--- src/pkg/uei_pkg.sv ---
package uei_pkg;
  localparam int         ADDR_W       = 8;
  localparam int         DATA_W       = 16;
  localparam int         EP_W         = 4;
  localparam int         OVR_W        = 2;
  // register offsets
  localparam logic [7:0] TX_PEND_OFS  = 8'h02;
  localparam logic [7:0] RX_PEND_OFS  = 8'h04;
  localparam logic [7:0] TX_MASK_OFS  = 8'h06;
  localparam logic [7:0] RX_MASK_OFS  = 8'h08;
  localparam logic [7:0] OVR_STAT_OFS = 8'h0C;
  localparam logic [7:0] OVR_CLR_OFS  = 8'h0E;
  localparam logic [7:0] OVR_EN_OFS   = 8'h10;
  // reset values and implemented bits
  localparam logic [3:0] PEND_RST     = 4'h0;
  localparam logic [3:0] TX_MASK_RST  = 4'hF;
  localparam logic [3:0] RX_MASK_RST  = 4'hE;
  localparam logic [1:0] OVR_RST      = 2'h0;
  localparam logic [3:0] TX_IMPL      = 4'hF;
  localparam logic [3:0] RX_IMPL      = 4'hE;
  // overrun field positions
  localparam int         OVR_TX_BIT   = 0;
  localparam int         OVR_RX_BIT   = 1;
  // read data latency in cycles
  localparam int         RD_LAT       = 1;
endpackage

--- src/logic/uei_pend_bank.sv ---
module uei_pend_bank (
  // clock and reset
  input  wire logic                     ref_clk,
  input  wire logic                     rst,
  // endpoint side
  input  wire logic [uei_pkg::EP_W-1:0] impl_mask,
  input  wire logic [uei_pkg::EP_W-1:0] ep_cfg,
  input  wire logic [uei_pkg::EP_W-1:0] ep_event,
  // register side
  input  wire logic                     rd_clr,
  output logic      [uei_pkg::EP_W-1:0] pend,
  output logic      [uei_pkg::EP_W-1:0] ovr
);
  import uei_pkg::*;
  logic [EP_W-1:0] pend_ff;
  logic [EP_W-1:0] nxt_pend;
  wire  [EP_W-1:0] live = impl_mask & ep_cfg;
  wire  [EP_W-1:0] hit  = ep_event & live;
  // event sets over the clearing read; unconfigured bits drop
  assign nxt_pend = ((pend_ff & ~{EP_W{rd_clr}}) | hit) & live;
  assign ovr      = hit & pend_ff & ~{EP_W{rd_clr}};
  assign pend     = pend_ff;
  always_ff @(posedge ref_clk or posedge rst) begin
    if (rst) begin
      pend_ff <= PEND_RST;
    end else begin
      pend_ff <= nxt_pend;
    end
  end
endmodule

--- src/logic/uei_evt_irq.sv ---
module uei_evt_irq (
  // clock and reset
  input  wire logic                      ref_clk,
  input  wire logic                      rst,
  // events
  input  wire logic [uei_pkg::OVR_W-1:0] ev,
  // software access
  input  wire logic                      clr_wr,
  input  wire logic                      en_wr,
  input  wire logic [uei_pkg::OVR_W-1:0] wr_bits,
  output logic      [uei_pkg::OVR_W-1:0] stat,
  output logic      [uei_pkg::OVR_W-1:0] en,
  output logic                           irq
);
  import uei_pkg::*;
  logic [OVR_W-1:0] stat_ff;
  logic [OVR_W-1:0] en_ff;
  logic             irq_ff;
  wire  [OVR_W-1:0] clr_bits = clr_wr ? wr_bits : OVR_RST;
  wire  [OVR_W-1:0] nxt_stat = (stat_ff & ~clr_bits) | ev;
  wire  [OVR_W-1:0] nxt_en   = en_wr ? wr_bits : en_ff;
  wire              nxt_irq  = |(stat_ff & en_ff);
  assign stat = stat_ff;
  assign en   = en_ff;
  assign irq  = irq_ff;
  always_ff @(posedge ref_clk or posedge rst) begin
    if (rst) begin
      stat_ff <= OVR_RST;
      en_ff   <= OVR_RST;
      irq_ff  <= 1'b0;
    end else begin
      stat_ff <= nxt_stat;
      en_ff   <= nxt_en;
      irq_ff  <= nxt_irq;
    end
  end
endmodule

--- src/logic/uei_usb_ep_irq.sv ---
// Overview of operation
// - receive pending register at 0x004, 16 bits, read only, resets to zero.
// - receive pending bits 3..1 read one while that endpoint's receive event is pending.
// - bits 2 and 1 act like bit 3; bit 0 and 15..4 read zero.
// - pending bits of unconfigured endpoints always read zero.
// - reading receive pending returns flags and clears all flags active then, except those with a new event in that cycle.
// - transmit mask register at 0x006, 16 bits, bits 3..0 read-write.
// - set transmit mask bit with pending flag raises the interrupt request.
// - cleared mask bit still lets flag set but keeps it off the request.
// - transmit mask bit 0 gates the combined control endpoint flag.
// - transmit mask resets to 0x000F; bits 15..4 read zero.
// - receive mask register at 0x008; bits 3..1 gate receive pending flags.
// - receive mask resets to 0x000E; bit 0 and 15..4 read zero.
// - transmit pending at 0x002, clear on read; bit 0 is control endpoint.
module uei_usb_ep_irq (
  // clock and reset
  input  wire logic                         ref_clk,
  input  wire logic                         rst,
  // register port
  input  wire logic [uei_pkg::ADDR_W-1:0]   addr,
  input  wire logic [uei_pkg::DATA_W-1:0]   wr_data,
  input  wire logic                         wr_en,
  input  wire logic                         rd_en,
  output logic      [uei_pkg::DATA_W-1:0]   rd_data,
  // endpoint events and configuration
  input  wire logic [uei_pkg::EP_W-1:0]     tx_ep_event,
  input  wire logic [uei_pkg::EP_W-1:0]     rx_ep_event,
  input  wire logic [uei_pkg::EP_W-1:0]     tx_ep_cfg,
  input  wire logic [uei_pkg::EP_W-1:0]     rx_ep_cfg,
  // interrupt requests
  output logic                              usb_irq,
  output logic                              ovr_irq
);
  import uei_pkg::*;

  function automatic logic is_reg(input logic [ADDR_W-1:0] a,
                                  input logic [ADDR_W-1:0] ofs);
    is_reg = (a == ofs);
  endfunction

  function automatic logic irq_any(input logic [EP_W-1:0] p,
                                   input logic [EP_W-1:0] m);
    irq_any = |(p & m);
  endfunction

  function automatic logic [DATA_W-1:0] pad16(input logic [EP_W-1:0] v);
    pad16 = {12'h000, v};
  endfunction

  logic [EP_W-1:0]   tx_pend;
  logic [EP_W-1:0]   rx_pend;
  logic [EP_W-1:0]   tx_ovr;
  logic [EP_W-1:0]   rx_ovr;
  logic [EP_W-1:0]   tx_mask_ff;
  logic [EP_W-1:0]   rx_mask_ff;
  logic [EP_W-1:0]   nxt_tx_mask;
  logic [EP_W-1:0]   nxt_rx_mask;
  logic [DATA_W-1:0] rd_data_ff;
  logic [DATA_W-1:0] nxt_rd_data;
  logic              usb_irq_ff;
  logic              nxt_usb_irq;
  logic [OVR_W-1:0]  ovr_stat;
  logic [OVR_W-1:0]  ovr_en;
  logic [OVR_W-1:0]  ovr_ev;
  logic [DATA_W-1:0] rd_mux;

  // address decode
  wire sel_tx_pend  = is_reg(addr, TX_PEND_OFS);
  wire sel_rx_pend  = is_reg(addr, RX_PEND_OFS);
  wire sel_tx_mask  = is_reg(addr, TX_MASK_OFS);
  wire sel_rx_mask  = is_reg(addr, RX_MASK_OFS);
  wire sel_ovr_stat = is_reg(addr, OVR_STAT_OFS);
  wire sel_ovr_clr  = is_reg(addr, OVR_CLR_OFS);
  wire sel_ovr_en   = is_reg(addr, OVR_EN_OFS);

  // strobes
  wire rd_tx_pend  = rd_en & sel_tx_pend;
  wire rd_rx_pend  = rd_en & sel_rx_pend;
  wire wr_tx_mask  = wr_en & sel_tx_mask;
  wire wr_rx_mask  = wr_en & sel_rx_mask;
  wire wr_ovr_clr  = wr_en & sel_ovr_clr;
  wire wr_ovr_en   = wr_en & sel_ovr_en;

  // transmit pending flags, bit 0 is the control endpoint
  uei_pend_bank u_tx_bank (
    .ref_clk   (ref_clk),
    .rst       (rst),
    .impl_mask (TX_IMPL),
    .ep_cfg    (tx_ep_cfg),
    .ep_event  (tx_ep_event),
    .rd_clr    (rd_tx_pend),
    .pend      (tx_pend),
    .ovr       (tx_ovr)
  );

  // receive pending flags, bit 0 reserved
  uei_pend_bank u_rx_bank (
    .ref_clk   (ref_clk),
    .rst       (rst),
    .impl_mask (RX_IMPL),
    .ep_cfg    (rx_ep_cfg),
    .ep_event  (rx_ep_event),
    .rd_clr    (rd_rx_pend),
    .pend      (rx_pend),
    .ovr       (rx_ovr)
  );

  // overrun events: a second event on a flag still pending
  assign ovr_ev[OVR_TX_BIT] = |tx_ovr;
  assign ovr_ev[OVR_RX_BIT] = |rx_ovr;

  uei_evt_irq u_ovr (
    .ref_clk (ref_clk),
    .rst     (rst),
    .ev      (ovr_ev),
    .clr_wr  (wr_ovr_clr),
    .en_wr   (wr_ovr_en),
    .wr_bits (wr_data[OVR_W-1:0]),
    .stat    (ovr_stat),
    .en      (ovr_en),
    .irq     (ovr_irq)
  );

  // mask registers, reserved bits held at zero
  assign nxt_tx_mask = wr_tx_mask ? (wr_data[EP_W-1:0] & TX_IMPL) : tx_mask_ff;
  assign nxt_rx_mask = wr_rx_mask ? (wr_data[EP_W-1:0] & RX_IMPL) : rx_mask_ff;

  // read data select, unmapped and write-only read zero
  assign rd_mux = sel_tx_pend  ? pad16(tx_pend) :
                  sel_rx_pend  ? pad16(rx_pend) :
                  sel_tx_mask  ? pad16(tx_mask_ff) :
                  sel_rx_mask  ? pad16(rx_mask_ff) :
                  sel_ovr_stat ? {14'h0, ovr_stat} :
                  sel_ovr_en   ? {14'h0, ovr_en} :
                  16'h0000;
  assign nxt_rd_data = rd_en ? rd_mux : 16'h0000;

  // combined request, masks gate pending flags
  assign nxt_usb_irq = irq_any(tx_pend, tx_mask_ff) | irq_any(rx_pend, rx_mask_ff);

  always_ff @(posedge ref_clk or posedge rst) begin
    if (rst) begin
      tx_mask_ff <= TX_MASK_RST;
      rx_mask_ff <= RX_MASK_RST;
    end else begin
      tx_mask_ff <= nxt_tx_mask;
      rx_mask_ff <= nxt_rx_mask;
    end
  end

  always_ff @(posedge ref_clk or posedge rst) begin
    if (rst) begin
      rd_data_ff <= 16'h0000;
      usb_irq_ff <= 1'b0;
    end else begin
      rd_data_ff <= nxt_rd_data;
      usb_irq_ff <= nxt_usb_irq;
    end
  end

  assign rd_data = rd_data_ff;
  assign usb_irq = usb_irq_ff;
endmodule

--- config.mk ---
export PLATFORM = sky130hd
export DESIGN_NAME = uei_usb_ep_irq
export DESIGN_NICKNAME = d
export VERILOG_FILES = /design/src/pkg/uei_pkg.sv /design/src/logic/uei_pend_bank.sv /design/src/logic/uei_evt_irq.sv /design/src/logic/uei_usb_ep_irq.sv
export SDC_FILE = /design/constraint.sdc
export NUM_CORES = 1
export LEC_CHECK = 0
export ABC_AREA = 1
export BUFFER_PORTS_ARGS = -buffer_cell sky130_fd_sc_hd__buf_2
export CAP_MARGIN = 20
export CORE_UTILIZATION = 30
export CTS_BUF_LIST = sky130_fd_sc_hd__clkbuf_16
export DETAILED_ROUTE_END_ITERATION = 8
export MAX_ROUTING_LAYER = met4
export PLACE_DENSITY = 0.58
export SLEW_MARGIN = 10
export SYNTH_ARGS = -nofsm -noshare
export SYNTH_HDL_FRONTEND = slang
export SYNTH_SLANG_ARGS = --single-unit
--- constraint.sdc ---
create_clock -name ref_clk -period 1.8 [get_ports ref_clk]
set_input_delay 0.18 -clock ref_clk [delete_from_list [all_inputs] [get_ports ref_clk]]
set_output_delay 0.18 -clock ref_clk [all_outputs]
set_load 0.005 [all_outputs]
==> metrics.md <==
| Metric | Value |
|---|---|
| Status | `finished, violations left` |
| Violated checks | `DRC` |
| Placed inst area | `1610 µm²` |
| Post-detail-place hpwl | `2.445 mm` |
| Arr. time, crit path | `1190 ps` |
| Final core occ | `38.23%` |
| Drt drc | `7` |
| Gr ovfl total | `0` |
| Hold Vio Cnt, Final | `0` |
| Setup crit start kind | `register` |
| Setup WS pre-CTS | `446.2 ps` |
| First-pass GRT wire length | `4.933 mm` |
| Cts hold-fix bufs | `1` |
| Post-synthesis adder-cell area fraction | `0%` |
| Core Rows | `24` |
| RD Place Congestion | `0.7969` |
| Routed Antenna Nets | `0` |
| Routed WL per cell | `10.79 µm` |
| Rel. slew slack | `63.09%` |
| Worst slew pin tran | `553.1 ps` |
| Total power | `1.216 mW` |
| CORE AREA | `4444 µm²` |
| Layout cells sized above 1 | `27.19%` |
| Fin cells | `280` |
| Fmax achieved | `928.4 MHz` |
| Mux share of post-synthesis cell area | `0%` |
| Io pins | `62` |
| Unrepaired setup endpoints after global routing | `false` |
| Setup CP Type | `register to register` |
| Vias/cell | `4.450` |
| Top post-synthesis cells by area | `dfrtp_1, dfstp_2, nand2_1` |
| Post-synth EDFFs | `0` |
| Total global routing track utilization | `13.06%` |
| Fin crit share | `59.84%` |
| Initial Utilization | `31.76%` |
| Biggest area consumer among synthesized cells | `dfrtp_1` |
| Diodes inserted | `0` |
| Clk slew on worst S/H paths | `60 ps` |
| Min cycle time layout | `1077 ps` |
| Ys flop type | `dfrtp_1` |
| Postcts setup bufs | `0` |
| Yosys Warn Count | `0` |
| Area share of the largest cell type after synthesis | `30.14%` |
| Initial antenna violation count | `0` |
| Final Net Count | `273` |
| Commonest cells in the netlist | `nand2_1, inv_1, dfrtp_1` |
| Max cap viols | `0` |
| I/O Buffers | `35` |
| Cells after Synth | `188` |
| TritonCTS clock tree | `done` |
| Max FO, Critical Path | `4` |
| Synth Cell Area | `1411 µm²` |
| Final worst slack | `722.8 ps` |
| Compound-gate portion of the synthesized area | `13.74%` |
| Setup TNS Final | `0 ps` |
| Routed WL | `3.020 mm` |
| Setup crit end kind | `register` |
| Max-slew violations | `0` |
| Simple-Gate Fraction of Synth Area | `28.46%` |
| CTS buffer count | `3` |
| XOR/XNOR share of the synthesized area | `0%` |
| Initial detailed-routing violation count | `71` |
| Setup violations, final | `0` |
| Fraction of registers with async set/reset | `100.0%` |
| Leakage | `0.8620 nW` |
| H-Tree Depth | `1` |
| Hold_ws | `134.6 ps` |
| DR vias | `1246` |
| PostCTS Resize Cnt | `0` |
| Die W | `70.59 µm` |
| Largest family of logic cells by synthesized area | `simple AND/OR/NAND/NOR gates` |
| Longest Clk Path Bufs | `2` |
| Clock Latency Late Sink | `260 ps` |
| Worst hold path type | `input pin to register` |
| Drt pass-1 iters | `6` |
| Sink Count | `24` |
| Largest net degree at the start of global routing | `16` |
| Post-Route Skew | `3.131 ps` |
| CTS root buf | `clkbuf_16` |
| Syn Area/Cell | `7.507 µm²` |
| Worst VDD drop | `0.0004813 V` |
| Vert. Die Dim | `70.59 µm` |
| Synth cell types | `23` |
| Final instance area | `1699 µm²` |
| Placed Cells | `275` |
| Sequential element share of the synthesized area | `43.17%` |
| Number of global-route vias before repair | `1122` |
| Die area | `4983 µm²` |
| Area Growth Syn to Fin | `20.39%` |
| Required time of the critical path | `1910 ps` |
| Register bit count reported by yosys | `24` |
| Most numerous cell in the Yosys netlist | `nand2_1` |
| P per Cell Area | `715.8 nW/µm²` |
[routing by layer]
layer  part of all wire [%]  wire length [µm]  track usage, %  vias up
li1                       -                 -               -      650
met1                     47              1424           16.48      560
met2                     47              1434           21.36       34
met3                    4.8               145           2.991        2
met4                   0.53                16           3.333        0
met5                      0                 0               -        -
[flip-flops by register name (all words and copies together), names as in the netlist]
register / cells
u_rx_bank.pend: 3
u_tx_bank.pend: 4
u_ovr.irq: 1
tx_mask_ff: 4
u_ovr.en: 2
usb_irq: 1
rd_data: 4
u_ovr.stat: 2
rx_mask_ff: 3
[power breakdown]
part / total (mW) / switching [mW] / internal, mW
sequential: 0.590 / 0.0192 / 0.571
clock: 0.486 / 0.189 / 0.297
combinational: 0.140 / 0.0824 / 0.0574
total: 1.22 / 0.291 / 0.925
[worst paths after layout]
| check | startpoint | slack, ps | endpoint | cells past startpoint |
|---|---|---|---|---|
| max in group asynchronous | rst | 740 | u_tx_bank.pend[3] | 4 |
| min in group asynchronous | rst | 510 | u_rx_bank.pend[2] | 3 |
| worst min register to register | rx_mask_ff[3] | 490 | rx_mask_ff[3] | 2 |
| worst max register to register | u_rx_bank.pend[3] | 720 | usb_irq | 4 |
| worst max-delay path | u_rx_bank.pend[3] | 720 | usb_irq | 4 |
| worst min-delay path | tx_ep_cfg[3] | 130 | u_tx_bank.pend[3] | 3 |
[cell type report]
cell class	instances	area, µm²
fill	473	2745
multi-input combinational	133	640.6
sequential	24	609.3
timing repair buffer	37	192.7
inverter	30	112.6
clock buffer	3	75.07
tap	52	65.06
clock inverter	1	3.754
[kinds of logic (layout without fill, tap and decap cells)]
kind of cell           after synthesis  after routing
other                                1             12
buffers and inverters               42             71
flip-flops                          24             24
AO/OA/AOI/OAI                       34             34
AND/OR/NAND/NOR                     87             87
[cell usage in the layout (no fill, tap or decap)]
master          n
a21boi_0        2
a21oi_1         9
a21oi_2         2
a221oi_1        1
a22o_1          1
and3_1          2
buf_2          35
buf_4           1
clkbuf_16       3
clkinv_1        1
conb_1         12
dfrtp_1        17
dfstp_2         7
dlygate4sd3_1   1
inv_1          29
inv_2           1
nand2_1        42
nand2_2         6
nand3_1        10
nand4_1         2
nor2_1         14
nor2_2          4
nor2_4          3
nor3_1          4
o2111ai_1       1
o21ai_0        14
o21ai_1         4
[critical path: stages (launching register included)]
cell and delay (ps):
dfrtp_1 430, nand2_1 80, nand2_1 50, a221oi_1 210, o2111ai_1 170
No activity file was read; power rests on OpenSTA's default activity.
